### config.mk
export PLATFORM = sky130hd
export DESIGN_NAME = cacf_ctrl
export DESIGN_NICKNAME = d
export VERILOG_FILES = /design/src/rtl/cacf_pkg.sv /design/src/rtl/cacf_ctrl.sv
export SDC_FILE = /design/constraint.sdc
export NUM_CORES = 1
export LEC_CHECK = 0
export ABC_CLOCK_PERIOD_IN_PS = 1780
export BUFFER_PORTS_ARGS = -buffer_cell sky130_fd_sc_hd__buf_2
export CELL_PAD_IN_SITES_DETAIL_PLACEMENT = 1
export CELL_PAD_IN_SITES_GLOBAL_PLACEMENT = 1
export CORE_MARGIN = 2
export CORE_UTILIZATION = 38
export CTS_CLUSTER_DIAMETER = 200
export DETAILED_ROUTE_END_ITERATION = 10
export HOLD_SLACK_MARGIN = 0.12
export PLACE_DENSITY_LB_ADDON = 0.1
export SYNTH_ARGS = -nofsm -noshare
export SYNTH_HDL_FRONTEND = slang
export SYNTH_HIERARCHICAL = 1
export SYNTH_SLANG_ARGS = --single-unit
### constraint.sdc
create_clock -name clk_i -period 1.78 [get_ports clk_i]
set_clock_uncertainty 0.05 [all_clocks]
set_input_delay 0.178 -clock clk_i [delete_from_list [all_inputs] [get_ports clk_i]]
set_output_delay 0.178 -clock clk_i [all_outputs]
set_load 0.05 [all_outputs]
### src/rtl/cacf_pkg.sv
// Purpose: shared constants and carriers for the counter array control register
// Assumes: 8-bit special-function register space, one core clock
// Notes:   bit positions and the register address are defined here; the bench and checker repeat some as literals
package cacf_pkg;
	localparam logic [7:0] CTRL_ADDR    = 8'hd8;
	localparam logic [7:0] CTRL_RESET   = 8'h00;
	localparam int         OVF_BIT      = 7;
	localparam int         RUN_BIT      = 6;
	localparam int         MOD2_BIT     = 2;
	localparam int         MOD1_BIT     = 1;
	localparam int         MOD0_BIT     = 0;
	localparam int         NUM_MODULES  = 3;
	localparam logic [7:0] RSVD_MASK    = 8'h38;
	localparam logic [15:0] CNT_RESET   = 16'h0000;
	localparam logic [15:0] CNT_MAX     = 16'hffff;

	// special-function register access from the core
	typedef struct packed {
		logic       wr;
		logic       rd;
		logic [7:0] addr;
		logic [7:0] wdata;
	} cacf_sfr_req_t;

	// overflow and per-module interrupt enables
	typedef struct packed {
		logic                   ovf_ie;
		logic [NUM_MODULES-1:0] mod_ie;
	} cacf_irq_en_t;
endpackage

### src/rtl/cacf_ctrl.sv
// Purpose: control/status register of a three-module counter array
// Assumes: core accesses are synchronous to clk_i; module events are one-cycle pulses
// Notes:   flags are sticky; only a software write of 0 clears them
// Operation
// - run bit six starts and stops counter
// - module flag sets on match or capture
// - module flags at bits two, one, zero
// - enabled set module flag raises interrupt
module cacf_ctrl
	import cacf_pkg::*;
#(
	parameter int CNT_WIDTH = 16,
	parameter int MODULES   = NUM_MODULES
)
(
	input  wire logic                    clk_i,
	input  wire logic                    sys_rst_i,
	input  wire cacf_pkg::cacf_sfr_req_t sfr_req_i,
	input  wire cacf_pkg::cacf_irq_en_t  irq_en_i,
	input  wire logic                    count_tick_i,
	input  wire logic [2:0]              mod_event_i,
	output logic [7:0]                   sfr_rdata_o,
	output logic                         sfr_rvalid_o,
	output logic                         counter_run_o,
	output logic [15:0]                  counter_value_o,
	output logic                         counter_wrap_o,
	output logic                         irq_o
);
	import cacf_pkg::*;

	// ----------------------------------------
	// elaboration checks
	// ----------------------------------------
	// the register layout has room for exactly three module flags
	if (MODULES != 3) begin : g_bad_modules
		$error("cacf_ctrl serves exactly three modules");
	end

	// overflow is defined at the 16-bit wrap only
	if (CNT_WIDTH != 16) begin : g_bad_width
		$error("cacf_ctrl serves a 16-bit counter only");
	end

	// ----------------------------------------
	// register state
	// ----------------------------------------
	logic        counter_run_control;
	logic        counter_overflow_flag;
	logic [2:0]  module_event_flag;
	logic [15:0] count;
	logic [15:0] next_count;

	// ----------------------------------------
	// bus decode
	// ----------------------------------------
	wire       hit;
	wire       wr_hit;
	wire       rd_hit;
	wire [7:0] wd;
	wire [2:0] wr_mod;

	assign hit    = sfr_req_i.addr == CTRL_ADDR;
	assign wr_hit = sfr_req_i.wr && hit;
	assign rd_hit = sfr_req_i.rd && hit;
	assign wd     = sfr_req_i.wdata;
	// reserved bits of the written byte are dropped here
	assign wr_mod = {wd[MOD2_BIT], wd[MOD1_BIT], wd[MOD0_BIT]};

	// ----------------------------------------
	// counter stepping
	// ----------------------------------------
	wire step;
	wire wrap;

	assign step       = counter_run_control && count_tick_i;
	assign wrap       = step && (count == CNT_MAX);
	assign next_count = count + 16'h0001;

	// ----------------------------------------
	// run control
	// ----------------------------------------
	always_ff @(posedge clk_i or posedge sys_rst_i) begin
		if (sys_rst_i) begin
			counter_run_control <= CTRL_RESET[RUN_BIT];
		end else if (wr_hit) begin
			counter_run_control <= wd[RUN_BIT];
		end
	end

	// ----------------------------------------
	// shared counter
	// ----------------------------------------
	always_ff @(posedge clk_i or posedge sys_rst_i) begin
		if (sys_rst_i) begin
			count <= CNT_RESET;
		end else if (step) begin
			count <= next_count;
		end
	end

	// ----------------------------------------
	// sticky flags
	// ----------------------------------------
	// hardware set wins over a same-cycle software clear, so no event is lost
	cacf_flag_cell #(
		.RESET_VAL (CTRL_RESET[OVF_BIT])
	) cacf_flag_cell_i (
		.clk_i     (clk_i),
		.sys_rst_i (sys_rst_i),
		.set_i     (wrap),
		.wr_i      (wr_hit),
		.wdata_i   (wd[OVF_BIT]),
		.flag_o    (counter_overflow_flag)
	);

	for (genvar m = 0; m < 3; m++) begin : g_mod_flag
		cacf_flag_cell #(
			.RESET_VAL (CTRL_RESET[m])
		) cacf_flag_cell_i (
			.clk_i     (clk_i),
			.sys_rst_i (sys_rst_i),
			.set_i     (mod_event_i[m]),
			.wr_i      (wr_hit),
			.wdata_i   (wr_mod[m]),
			.flag_o    (module_event_flag[m])
		);
	end

	// ----------------------------------------
	// read-back
	// ----------------------------------------
	wire [7:0] status_rd;
	wire [7:0] next_rdata;

	assign status_rd[OVF_BIT]  = counter_overflow_flag;
	assign status_rd[RUN_BIT]  = counter_run_control;
	assign status_rd[5:3]      = 3'h0; // reserved reads zero
	assign status_rd[MOD2_BIT] = module_event_flag[2];
	assign status_rd[MOD1_BIT] = module_event_flag[1];
	assign status_rd[MOD0_BIT] = module_event_flag[0];
	// idle data is zero so a stray sample never shows stale status
	assign next_rdata          = rd_hit ? status_rd : 8'h00;

	// ----------------------------------------
	// interrupt request
	// ----------------------------------------
	wire ovf_req;
	wire mod_req;
	wire next_irq;

	assign ovf_req  = irq_en_i.ovf_ie && counter_overflow_flag;
	assign mod_req  = |(irq_en_i.mod_ie & module_event_flag);
	assign next_irq = ovf_req | mod_req;

	// ----------------------------------------
	// registered outputs
	// ----------------------------------------
	always_ff @(posedge clk_i or posedge sys_rst_i) begin
		if (sys_rst_i) begin
			sfr_rdata_o <= 8'h00;
		end else begin
			sfr_rdata_o <= next_rdata;
		end
	end

	always_ff @(posedge clk_i or posedge sys_rst_i) begin
		if (sys_rst_i) begin
			sfr_rvalid_o <= 1'b0;
		end else begin
			sfr_rvalid_o <= rd_hit;
		end
	end

	always_ff @(posedge clk_i or posedge sys_rst_i) begin
		if (sys_rst_i) begin
			counter_run_o <= 1'b0;
		end else begin
			counter_run_o <= counter_run_control;
		end
	end

	// one cycle behind the internal count, as is the wrap pulse
	always_ff @(posedge clk_i or posedge sys_rst_i) begin
		if (sys_rst_i) begin
			counter_value_o <= 16'h0000;
		end else begin
			counter_value_o <= count;
		end
	end

	always_ff @(posedge clk_i or posedge sys_rst_i) begin
		if (sys_rst_i) begin
			counter_wrap_o <= 1'b0;
		end else begin
			counter_wrap_o <= wrap;
		end
	end

	// irq lags the flags by one cycle; the core must tolerate that
	always_ff @(posedge clk_i or posedge sys_rst_i) begin
		if (sys_rst_i) begin
			irq_o <= 1'b0;
		end else begin
			irq_o <= next_irq;
		end
	end
endmodule

// ----------------------------------------
// one sticky flag: hardware sets, software writes
// ----------------------------------------
module cacf_flag_cell #(
	parameter logic RESET_VAL = 1'b0
)
(
	input  wire logic clk_i,
	input  wire logic sys_rst_i,
	input  wire logic set_i,
	input  wire logic wr_i,
	input  wire logic wdata_i,
	output logic      flag_o
);
	wire next_flag;

	// set has priority over a write of zero in the same cycle
	assign next_flag = set_i | (wr_i ? wdata_i : flag_o);

	always_ff @(posedge clk_i or posedge sys_rst_i) begin
		if (sys_rst_i) begin
			flag_o <= RESET_VAL;
		end else begin
			flag_o <= next_flag;
		end
	end
endmodule

==> reports/qor.txt <==
outcome: finished, final reports clean
Post-Syn Area: 0.00169 mm2
largest net degree at the start of global routing: 28
CP max stage cell: dfrtp_1
vias in the first global route: 1319
# DRC: 0
worst vdd ir: 0.421 mV
GPL Wtd Cong: 0.751
yosys warns: 6
CP max stage delay: 0.39 ns
All-Layer GR Usage: 0.157
met3 Use GR: 0.0442
Fillers: 479
final net count: 232
row count: 24
Die ar.: 0.00501 mm2
global routing's busiest layer: met2
crit end category: flip-flop
Ports: 56
worst hold path type: in -> async
Area Growth Syn to Fin: 34.3%
Crit path depth: 5
met1 usage: 0.183
WP buf/inv: 0
CTS Sinks: 46
# diodes: 0
share of layout cells above drive strength 1: 0.360
Vias: 1193
CTS tree: done
sequential share of the synthesized area: 0.679
Initial DRT Pass Iterations: 3
CTS Buf Count: 5
clock buffer depth: 2
Worst Reg-to-Reg Cells: 5
Synth cell types: 29
die width: 70.8 um
Routed WL: 3.56 mm
CP startpoint: count[1]$_DFFE_PP0P_
Starting Density: 0.392
setup violators final: 0
worst-skew pair later-pin latency: 0.29 ns
CP Data Arrival Time: 1.83 ns
critical path launch point type: flip-flop
Pins Over Slew Limit: 0
clk root buf: clkbuf_8
Final Hold Violating Endpoints: 0
family with the most delay on the worst path: simple AND/OR/NAND/NOR gates
max cap viols: 0
setup_tns: 0 ns
Detail Route Antenna Nets: 0
Die Span Y: 70.8 um
met2 usage: 0.278
H-Tree Depth: 2
P_leak: 1.22 nW
Power Dens Cells: 862 mW/mm2
total gr overflow: 0
core area: 0.00432 mm2
PortBufs: 49
CP cell instances: ha_1, nand3_1, or2_2, nor4_2, a211o_1
critical path class: reg -> reg
final worst-path cycle share: 0.925
Final HPWL DP: 2.54 mm
WL/cell: 14.0 um
Cells after Synth: 126
global-route wire length before repair: 6.09 mm
vias per cell: 4.68
fin util: 0.526
CP Data Required Time: 1.96 ns
unrepaired setup endpoints after global routing: false
Seq cells post-synth: 46
total power: 1.96 mW
initial antenna violation count: 0
crit path time final: 1.65 ns
Clk pin slew, worst setup/hold paths: 0.08 ns
crit-path max FO: 3
Reg-to-Reg Start: count[1]$_DFFE_PP0P_
Max Fclk: 607 MHz
Initial DRC Count: 27
Avg Inst Size Synth: 13.4 um2
==> tightest hold or removal path: cells and delay by family <==
kind | cells | cell delay (ns)
buffers and inverters | 3 | 0.73
==> layout by cell type, fill, tap and decap left out, types with 2 or more instances in the layout <==
master / count
dlygate4sd3_1: 14
inv_1: 6
nor4_2: 2
buf_4: 8
mux2_2: 2
a22oi_1: 2
clkbuf_8: 5
nand4_1: 4
or2_2: 2
xor2_1: 8
or4_4: 2
nor3_1: 4
buf_2: 49
dfrtp_1: 46
and2_1: 3
clkbuf_1: 2
nor2_1: 3
and3_1: 6
nor2b_1: 4
conb_1: 3
nand2_1: 6
a211o_1: 4
xnor2_1: 7
nand3_1: 4
==> synth_stat cells <==
cell      number  area share
dfrtp_1       46        0.68
or2_2          2      0.0074
nor2b_1        4       0.015
inv_1          6       0.013
xnor2_1        7       0.036
or4_1          1      0.0044
nor4_1         1      0.0037
nand4_1        4       0.015
conb_1         1      0.0022
or3_1          1      0.0037
a211o_1        4       0.021
a22oi_1        2      0.0089
and2_1         3       0.011
nand2b_1       1      0.0037
mux2_2         2       0.013
and3_1         6       0.022
nand3_2        1      0.0059
nand3_1        4       0.012
nand4b_1       1      0.0052
nand2_2        1      0.0037
nor3_1         4       0.012
nor2_1         3      0.0066
buf_4          3       0.013
ha_1           1      0.0074
xor2_1         8       0.041
or4_4          1      0.0066
nand2_1        6       0.013
nor3_2         1      0.0059
nor4_2         1      0.0074
==> cell type report <==
type | count | area (um2) | area share
flip-flops and latches | 46 | 1150 | 0.506
multi-input cells | 73 | 515 | 0.226
repair buffers | 71 | 445 | 0.196
clock buffers | 7 | 76.3 | 0.0335
well taps | 52 | 65.1 | 0.0286
inverters | 6 | 22.5 | 0.00990
==> path summary, 6_finish.rpt <==
path,to,slack (ns)
max in group asynchronous,counter_value_o[5]$_DFF_PP0_,0.92
setup / recovery,cacf_flag_cell_i/flag_o$_DFF_PP0_,0.13
min in group clk_i,count[1]$_DFFE_PP0P_,0.28
hold reg to reg,counter_value_o[11]$_DFF_PP0_,0.38
setup reg to reg,cacf_flag_cell_i/flag_o$_DFF_PP0_,0.13
hold / removal,g_mod_flag[0].cacf_flag_cell_i/flag_o$_DFF_PP0_,0.25
==> flip-flops by register name (all words and copies together), names as in the netlist <==
name,flops
counter_run_control,1
counter_wrap_o,1
irq_o,1
cacf_flag_cell_i/flag_o,1
count,16
sfr_rdata_o,5
counter_value_o,16
sfr_rvalid_o,1
counter_run_o,1
g_mod_flag.cacf_flag_cell_i/flag_o,3
==> metal layers <==
metal  vias up  part of all wire
met4         0             0.015
met5         -                 0
met2        30              0.52
met3         5             0.047
li1        572                 -
met1       586              0.42
==> cell families after synthesis <==
family                   Yosys count  synth area share
AO/OA/AOI/OAI                      6            0.0295
XOR/XNOR                          15            0.0776
adder cells (fa/ha/maj)            1           0.00738
buffers and inverters              9            0.0266
flip-flops                        46             0.679
multiplexers                       2            0.0133
other                              1           0.00221
AND/OR/NAND/NOR                   46             0.164
==> power by group <==
| group | leakage [nW] | internal (mW) | switching, mW |
|---|---|---|---|
| clock network | 0.0383 | 0.270 | 0.311 |
| logic | 0.577 | 0.110 | 0.163 |
| registers | 0.608 | 1.09 | 0.0221 |
==> stage by stage <==
step | cells | area, um2 | worst slack [ns] | hold WS, ns
floorplan | 128 | 1700 | 0.177 | -0.143
global placement | 233 | 2040 | 0.117 | 0.00674
detailed placement | 233 | 2040 | 0.0764 | 0.0162
CTS | 254 | 2260 | 0.0577 | 0.241
global route | 255 | 2280 | 0.0201 | 0.254
finish | 255 | 2280 | 0.133 | 0.246
==> timing repair <==
action	4_1_cts	5_1_grt
buffers inserted	0	1
setup endpoints to repair	0	2
hold buffers	14	0
resized for setup	0	2
hold endpoints to repair	54	0
No activity file was read; power rests on OpenSTA's default activity.
